<file path="config.mk">
export PLATFORM = sky130hd
export DESIGN_NAME = safety_switch_delay
export DESIGN_NICKNAME = d
export VERILOG_FILES = /design/src/core/safety_pkg.sv /design/src/core/safety_switch_delay.sv
export SDC_FILE = /design/constraint.sdc
export NUM_CORES = 1
export LEC_CHECK = 0
export ABC_AREA = 1
export BUFFER_PORTS_ARGS = -buffer_cell sky130_fd_sc_hd__buf_4
export CORE_MARGIN = 2
export CORE_UTILIZATION = 45
export DETAILED_ROUTE_END_ITERATION = 12
export PLACE_DENSITY_LB_ADDON = 0.15
export SLEW_MARGIN = 20
export SYNTH_ARGS = -nofsm -noshare
export SYNTH_HDL_FRONTEND = slang
export SYNTH_SLANG_ARGS = --single-unit
</file>
<file path="constraint.sdc">
create_clock -name clk -period 3.6 [get_ports clk]
set_input_delay 0.36 -clock clk [delete_from_list [all_inputs] [get_ports clk]]
set_output_delay 0.36 -clock clk [all_outputs]
set_load 0.01 [all_outputs]
</file>
<file path="src/core/safety_pkg.sv">
package safety_pkg;

   ////////////////////////////////////////////////////////////////////////////
   // register byte offsets on the avalon slave
   localparam logic [3:0] CTRL_OFS = 4'h0;
   localparam logic [3:0] DELAY_OFS = 4'h4;
   localparam logic [3:0] STATUS_OFS = 4'h8;

   ////////////////////////////////////////////////////////////////////////////
   // control register fields
   localparam int CTRL_DUAL_BIT = 0;
   localparam int CTRL_AUTO_BIT = 1;
   localparam int CTRL_SUPP_USED_BIT = 2;
   localparam int CTRL_INIT_TEST_BIT = 3;
   localparam int CTRL_MODE_LSB = 4;
   localparam logic [31:0] CTRL_MASK = 32'h0000003F;
   localparam logic [31:0] CTRL_RESET = 32'h00000005;

   ////////////////////////////////////////////////////////////////////////////
   // status register fields
   localparam int STAT_ENABLE_BIT = 0;
   localparam int STAT_DLY_OUT_BIT = 1;
   localparam int STAT_TEST_DONE_BIT = 2;
   localparam int STAT_CHAN_OK_BIT = 3;
   localparam int STAT_SUPP_BIT = 4;
   localparam int STAT_START_BIT = 5;
   localparam int STAT_RELEASE_BIT = 6;
   localparam int STAT_CNT_LSB = 16;

   ////////////////////////////////////////////////////////////////////////////
   // delay time, counted in scan ticks
   localparam int DELAY_W = 16;
   localparam logic [31:0] DELAY_RESET = 32'h000000C8;

   ////////////////////////////////////////////////////////////////////////////
   // timing
   localparam longint CLK_PERIOD_PS = 5000;
   localparam longint SCAN_TICK_MS = 10;
   localparam int SCAN_TICK_CYCLES = int'((SCAN_TICK_MS * 1000000000 + CLK_PERIOD_PS - 1)
                                          / CLK_PERIOD_PS);

   ////////////////////////////////////////////////////////////////////////////
   // modes and states
   typedef enum logic [1:0] {DLY_DROP_OUT, DLY_PICK_UP, DLY_TIMER} delay_mode_t;
   typedef enum logic {EN_OFF, EN_ON} en_state_t;

endpackage : safety_pkg

</file>
<file path="src/core/safety_switch_delay.sv">
// Notes on behaviour
// - one or two channels feed one enable
// - edge start: enable on start trailing edge
// - auto start: enable once guard closed
// - supplementary condition optional, needed when assigned
// - no enable while an assigned supplementary condition is false
// - guard opened withdraws the enable
// - channel drop clears enable immediately, undelayed
// - optional initial test before first enable
// - drop-out: output off after delay elapsed
// - pick-up: output on after delay elapsed
// - timer: square wave, period twice delay
// - single fixed periodic timer resource only
// - unlock request releases solenoid without delay
`timescale 1ns/10ps

module safety_switch_delay
   import safety_pkg::*;
#(
   parameter int TICK_CYCLES = SCAN_TICK_CYCLES,
   parameter int DLY_W = DELAY_W
) (
   // clock and reset
   input wire logic clk,
   input wire logic arst_n,
   // avalon-mm slave
   input wire logic [3:0] address,
   input wire logic read,
   input wire logic write,
   input wire logic [31:0] writedata,
   input wire logic [3:0] byteenable,
   output logic [31:0] readdata,
   output logic waitrequest,
   // safety switch inputs
   input wire logic chan1,
   input wire logic chan2,
   input wire logic start_btn,
   input wire logic supplementary_condition,
   // delay element and solenoid
   input wire logic delay_in,
   input wire logic unlock_req,
   // outputs
   output logic enable,
   output logic delay_out,
   output logic solenoid_release
);

   localparam int TW = $clog2(TICK_CYCLES + 1);

   if (TICK_CYCLES < 1) begin : g_chk_tick
      $error("TICK_CYCLES must be at least 1");
   end
   if (DLY_W < 1 || DLY_W > 16) begin : g_chk_dly
      $error("DLY_W must lie between 1 and 16");
   end

   ////////////////////////////////////////////////////////////////////////////
   // state

   typedef struct packed {
      logic [TW-1:0] tick_cnt;
      logic tick;
      logic ch1_s;
      logic ch2_s;
      logic start_s;
      logic start_prev;
      logic supp_s;
      logic dly_in_s;
      en_state_t en_st;
      logic enable;
      logic test_done;
      logic dly_out;
      logic [DLY_W-1:0] dly_cnt;
      logic release_q;
      logic [31:0] ctrl;
      logic [DLY_W-1:0] dly_time;
      logic waitreq;
      logic [31:0] rdata;
   } state_t;

   localparam state_t RST_STATE = '{
      ctrl: CTRL_RESET,
      dly_time: DELAY_RESET[DLY_W-1:0],
      waitreq: 1'b1,
      en_st: EN_OFF,
      default: '0
   };

   state_t r_ff;
   state_t nxt_r;

   ////////////////////////////////////////////////////////////////////////////
   // helpers

   // true when one more tick completes the delay
   function automatic logic elapsed(input logic [DLY_W-1:0] cnt,
                                    input logic [DLY_W-1:0] lim);
      logic [DLY_W:0] nxt;
      nxt = {1'b0, cnt} + {{DLY_W{1'b0}}, 1'b1};
      return nxt >= {1'b0, lim};
   endfunction : elapsed

   function automatic logic [31:0] be_merge(input logic [31:0] old,
                                            input logic [31:0] wd,
                                            input logic [3:0] be);
      logic [31:0] res;
      res = old;
      for (int i = 0; i < 4; i++) begin
         if (be[i]) begin
            res[i*8 +: 8] = wd[i*8 +: 8];
         end
      end
      return res;
   endfunction : be_merge

   ////////////////////////////////////////////////////////////////////////////
   // next state

   always_comb begin
      logic dual;
      logic chan_raw;
      logic chan_ok;
      logic supp_ok;
      logic test_ok;
      logic fall;
      logic start_ok;
      logic [31:0] rd;
      logic [31:0] dly_word;
      delay_mode_t mode;

      nxt_r = r_ff;
      rd = '0;
      dly_word = '0;
      dual = r_ff.ctrl[CTRL_DUAL_BIT];
      mode = delay_mode_t'(r_ff.ctrl[CTRL_MODE_LSB +: 2]);

      // scan tick generator and input sampling
      nxt_r.tick = 1'b0;
      if (r_ff.tick_cnt == TW'(TICK_CYCLES - 1)) begin
         nxt_r.tick_cnt = '0;
         nxt_r.tick = 1'b1;
         nxt_r.ch1_s = chan1;
         nxt_r.ch2_s = chan2;
         nxt_r.start_s = start_btn;
         nxt_r.supp_s = supplementary_condition;
         nxt_r.dly_in_s = delay_in;
      end else begin
         nxt_r.tick_cnt = r_ff.tick_cnt + TW'(1);
      end

      // channel evaluation
      chan_raw = chan1 & (~dual | chan2);
      chan_ok = r_ff.ch1_s & (~dual | r_ff.ch2_s);
      supp_ok = ~r_ff.ctrl[CTRL_SUPP_USED_BIT] | r_ff.supp_s;
      test_ok = ~r_ff.ctrl[CTRL_INIT_TEST_BIT] | r_ff.test_done;
      fall = r_ff.start_prev & ~r_ff.start_s;
      start_ok = r_ff.ctrl[CTRL_AUTO_BIT] | fall;
      if (r_ff.tick) begin
         nxt_r.start_prev = r_ff.start_s;
      end

      // the initial test is passed once the guard has been seen open
      if (~chan1 & (~dual | ~chan2)) begin
         nxt_r.test_done = 1'b1;
      end

      // enable state machine
      case (r_ff.en_st)
         EN_OFF: begin
            if (r_ff.tick && chan_ok && supp_ok && test_ok && start_ok) begin
               nxt_r.en_st = EN_ON;
            end
         end
         EN_ON: begin
            if (r_ff.tick && (!supp_ok || !chan_ok)) begin
               nxt_r.en_st = EN_OFF;
            end
         end
         default: begin
            nxt_r.en_st = EN_OFF;
         end
      endcase
      // raw channel drop bypasses the scan tick and any delay
      if (!chan_raw) begin
         nxt_r.en_st = EN_OFF;
      end
      nxt_r.enable = (nxt_r.en_st == EN_ON);

      // delay element; one counter of scan ticks serves all three modes
      if (r_ff.tick) begin
         case (mode)
            DLY_DROP_OUT: begin
               if (r_ff.dly_in_s) begin
                  nxt_r.dly_out = 1'b1;
                  nxt_r.dly_cnt = '0;
               end else if (r_ff.dly_out) begin
                  if (elapsed(r_ff.dly_cnt, r_ff.dly_time)) begin
                     nxt_r.dly_out = 1'b0;
                     nxt_r.dly_cnt = '0;
                  end else begin
                     nxt_r.dly_cnt = r_ff.dly_cnt + DLY_W'(1);
                  end
               end
            end
            DLY_PICK_UP: begin
               if (!r_ff.dly_in_s) begin
                  nxt_r.dly_out = 1'b0;
                  nxt_r.dly_cnt = '0;
               end else if (!r_ff.dly_out) begin
                  if (elapsed(r_ff.dly_cnt, r_ff.dly_time)) begin
                     nxt_r.dly_out = 1'b1;
                     nxt_r.dly_cnt = '0;
                  end else begin
                     nxt_r.dly_cnt = r_ff.dly_cnt + DLY_W'(1);
                  end
               end
            end
            DLY_TIMER: begin
               if (elapsed(r_ff.dly_cnt, r_ff.dly_time)) begin
                  nxt_r.dly_out = ~r_ff.dly_out;
                  nxt_r.dly_cnt = '0;
               end else begin
                  nxt_r.dly_cnt = r_ff.dly_cnt + DLY_W'(1);
               end
            end
            default: begin
               nxt_r.dly_out = 1'b0;
               nxt_r.dly_cnt = '0;
            end
         endcase
      end

      // solenoid release follows the unlock request with no delay
      nxt_r.release_q = unlock_req;

      ////////////////////////////////////////////////////////////////////////
      // avalon slave: one wait cycle, then the access completes

      rd = '0;
      case (address)
         CTRL_OFS: begin
            rd = r_ff.ctrl;
         end
         DELAY_OFS: begin
            rd[DLY_W-1:0] = r_ff.dly_time;
         end
         STATUS_OFS: begin
            rd[STAT_ENABLE_BIT] = r_ff.enable;
            rd[STAT_DLY_OUT_BIT] = r_ff.dly_out;
            rd[STAT_TEST_DONE_BIT] = r_ff.test_done;
            rd[STAT_CHAN_OK_BIT] = chan_ok;
            rd[STAT_SUPP_BIT] = r_ff.supp_s;
            rd[STAT_START_BIT] = r_ff.start_s;
            rd[STAT_RELEASE_BIT] = r_ff.release_q;
            rd[STAT_CNT_LSB +: DLY_W] = r_ff.dly_cnt;
         end
         default: begin
            rd = '0;
         end
      endcase

      nxt_r.waitreq = ~((read | write) & r_ff.waitreq);
      nxt_r.rdata = (read & r_ff.waitreq) ? rd : '0;

      if (write && !r_ff.waitreq) begin
         case (address)
            CTRL_OFS: begin
               nxt_r.ctrl = be_merge(r_ff.ctrl, writedata, byteenable) & CTRL_MASK;
            end
            DELAY_OFS: begin
               dly_word = '0;
               dly_word[DLY_W-1:0] = r_ff.dly_time;
               dly_word = be_merge(dly_word, writedata, byteenable);
               nxt_r.dly_time = dly_word[DLY_W-1:0];
            end
            default: begin
               nxt_r.ctrl = r_ff.ctrl;
            end
         endcase
      end
   end

   ////////////////////////////////////////////////////////////////////////////
   // registers

   always_ff @(posedge clk or negedge arst_n) begin
      if (!arst_n) begin
         r_ff <= RST_STATE;
      end else begin
         r_ff <= nxt_r;
      end
   end

   ////////////////////////////////////////////////////////////////////////////
   // outputs

   assign readdata = r_ff.rdata;
   assign waitrequest = r_ff.waitreq;
   assign enable = r_ff.enable;
   assign delay_out = r_ff.dly_out;
   assign solenoid_release = r_ff.release_q;

endmodule : safety_switch_delay

</file>
==> summary.md <==
| Metric | Value |
|---|---|
| Synthesized net count | roughly 680 |
| Clock tree from TritonCTS | yes |
| GP Congestion | 0.858 |
| Number of I/O pins | 86 |
| Setup slack of the most critical reg-to-reg path | 0.42 ns |
| Number of buffers created by CTS | 9 |
| Detail-routed via count per cell | ~5.0 |
| Initial core utilization | 46.4% |
| DRC Markers | 0 |
| Max FO, Critical Path | 16 |
| Critical Path Start Type | register |
| Ys Warns | 0 |
| Worst path buffer plus inverter count | 2 |
| Minimum period implied by the final worst setup slack | ~3.2 ns |
| Total of buffers placed on input and output ports | 67 |
| Primary FF master, synth | dfrtp_1 |
| Worst-margin pin slew | 0.706 ns |
| Setup clock skew after layout | 0.00888 ns |
| Leakage | 3.12 nW |
| Net total in the final layout | 718 |
| Unrepaired setup endpoints after global routing | no |
| DR vias | 4013 |
| Nature of the critical path endpoint | register |
| Core occupancy in the finished layout | a little over half |
| Max_slew headroom | between 50% and 60% |
| Final worst slack | a little over 0.4 ns |
| Antenna fix cells | 0 |
| Average size of a mapped cell | a little under 9 um2 |
| Status | completed |
| Buffer count from post-CTS setup fixing | 0 |
| Number of standard cells after synthesis | 607 |
| Proportion of synthesized flip-flops having asynchronous set or reset | 100% |
| Setup Crit Path Kind | reg2reg |
| Die X | 113 um |
| Cell type contributing the most total cell area after synthesis | dfrtp_1 |
| Number of hold violations in the final report | 0 |
| Data required time at the worst endpoint | 3.88 ns |
| Number of synthesized register bits | between 100 and 150 |
| Tightest Hold Check Type | in2reg |
| Fmax | 314 MHz |
| EDFF count, synth | 0 |
| Crit path cell chain | ha_1 > nand3_2 > nor2_2 > nand2_2 > nor2_4 > nand3_1 > xor2_1 > inv_1 > ha_1 > nand2_1 > nand2_1 > nand3_1 > nand2_1 > a21oi_1 > nand4_2 > nand3b_2 > buf_4 > o21ai_0 |
| Dominant cell by count in the synthesized netlist | nand2_1 |
| Fraction of post-synthesis cell area in the top cell type by area | between 40% and 50% |
| Initial DRC Count | approximately 180 |
| Average detailed-routed wire length per instance | 13.9 um |
| Post-synthesis sequential area ratio | 48.6% |
| Power Dens Cells | between 300 and 400 nW/um2 |
| Top cells by count, synth | nand2_1 (103), inv_1 (102), dfrtp_1 (97) |
| Area of the mapped netlist | 5320 um2 |
| Drt first pass iters | 4 |
| Fraction of final layout cells sized beyond drive strength 1 | 19.8% |
| Final Cycle Share | 88.5% |
| Max H-tree Level | 3 |
| Area of the core | 11500 um2 |
| Clk root buf | clkbuf_16 |
| Arrival @ worst endpoint | 3.46 ns |
| Number of max-cap violations | 0 |
| Unique cell type count in the Yosys netlist | 41 |
| Largest net degree at the start of global routing | 42 |
| Most frequent cell on the critical path | nand2_1 |
| Remaining antenna violation count | 0 |
| Worst voltage drop across the vdd grid | 0.418 mV |
| Clock slew at the register clock pins of the worst setup and hold paths | 0.08 ns |
| Area Growth Syn to Fin | 13.7% |
| Library cell contributing the largest single delay on the critical path | dfrtp_1 |
| Worst path top cell family by delay | simple AND/OR/NAND/NOR gates |
| Clk buf depth | 2 |
| HPWL after DPL | 8210 um |
| Vias in the first global route | between 3000 and 4000 |
| Antenna violations before repair | 0 |
| Pre-CTS worst setup slack | 0.385 ns |
| All-Layer GR Usage | around a fifth |
| Clock insertion delay at the later pin of the skew report | about 0.36 ns |
| Floorplan die area | 12700 um2 |
| Ranking of synthesized cells by area | dfrtp_1 (46%), nand2_1 (7.3%), inv_1 (7.2%) |
| Worst path max stage delay | 0.43 ns |
| Wire length after detailed routing | 11100 um |
| Clock sink count | around 100 |
| Global-route wire length before repair | between 15000 and 20000 um |
| Total gr overflow | 0 |
| Total Neg Setup Slack | 0 ns |
| Die height | 113 um |
| Final Slew Violations | 0 |
| Std-Cell Rows | 39 |
| Final setup violating endpoints | 0 |
-- power breakdown --
group / switching, W / internal (W) / total, W / leakage, nW
clock: 0.000464 / 0.000482 / 0.000946 / 0.136
sequential: 0.0000235 / 0.00121 / 0.00123 / 1.33
combinational: 0.000128 / 0.0000801 / 0.000208 / 1.65
-- sequential cells by signal, indices dropped and copies added (netlist names) --
name,count
enable,1
waitrequest,1
delay_out,1
readdata,32
solenoid_release,1
r_ff,67
-- timing repair --
action	CTS	global route
gates resized for setup	0	0
endpoints found under the hold margin	39	0
hold buffers	1	0
-- path summary, 6_finish.rpt --
path	endpoint	from	depth (start not counted)
min	solenoid_release	unlock_req	1
max in group asynchronous	r_ff[39]	arst_n	3
min in group asynchronous	readdata[9]	arst_n	2
min reg2reg	r_ff[109]	r_ff[109]	1
max	r_ff[87]	r_ff[82]	18
max reg2reg	r_ff[87]	r_ff[82]	18
-- cell type report --
cell class / count / area (um2)
Inverter: 104 / 390
Multi-Input combinational cell: 359 / 2070
Tap cell: 143 / 179
Sequential cell: 103 / 2580
Timing Repair Buffer: 73 / 551
Clock inverter: 6 / 53.8
Clock buffer: 10 / 229
Fill cell: 1080 / 5410
-- cell families (layout without fill, tap and decap cells) --
kind of cell             count (synthesis)  after routing  share of synthesized area, %
AND/OR/NAND/NOR                        231            231                          20.2
buffers and inverters                  145            193                          12.6
flip-flops                             103            103                          48.6
AO/OA/AOI/OAI                           79             79                          8.88
XOR/XNOR                                22             22                          3.62
adder cells (fa/ha/maj)                 18             18                          4.23
multiplexers                             9              9                          1.90
-- through the flow --
step                      total power [W]  hold slack [ns]  instance area, um2  std cells
final                             0.00238            0.113                6050        798
after global routing              0.00250           0.0957                6050        798
after CTS                         0.00242           0.0991                6050        798
after detailed placement          0.00146            0.373                5760        781
after global placement            0.00146            0.369                5760        781
after floorplan                   0.00137           0.0644                5320        607
-- cell usage in the layout (no fill, tap or decap), types with 2 or more instances in the layout --
cell / count
buf_4: 72
a21oi_1: 24
o21a_1: 2
o22ai_1: 4
nor2_2: 2
xor2_1: 21
o21ai_1: 2
o21ai_2: 9
nor4_1: 7
nor3_1: 31
mux2_2: 9
nor2_1: 45
clkbuf_16: 9
inv_2: 2
nand3_2: 2
nand4_2: 2
ha_1: 18
inv_1: 102
clkinv_4: 2
dfstp_2: 6
nand2_1: 103
o21ai_0: 29
inv_6: 2
nand2_2: 2
nand3_1: 19
o221ai_1: 2
nand4_1: 10
o211ai_1: 2
dfrtp_1: 97
nor3_2: 4
-- layer usage --
metal  routed length (um)  share of wire [%]  global-route usage, %  up-vias
li1                     -                  -                      -     2001
met1                 5070                 46                   24.6     1920
met4                  288                2.6                   6.50        0
met5                    0                  0                      0        -
met3                  448                4.0                   5.57       21
met2                 5300                 48                   29.9       71
Power figures use the tool's default switching activity.
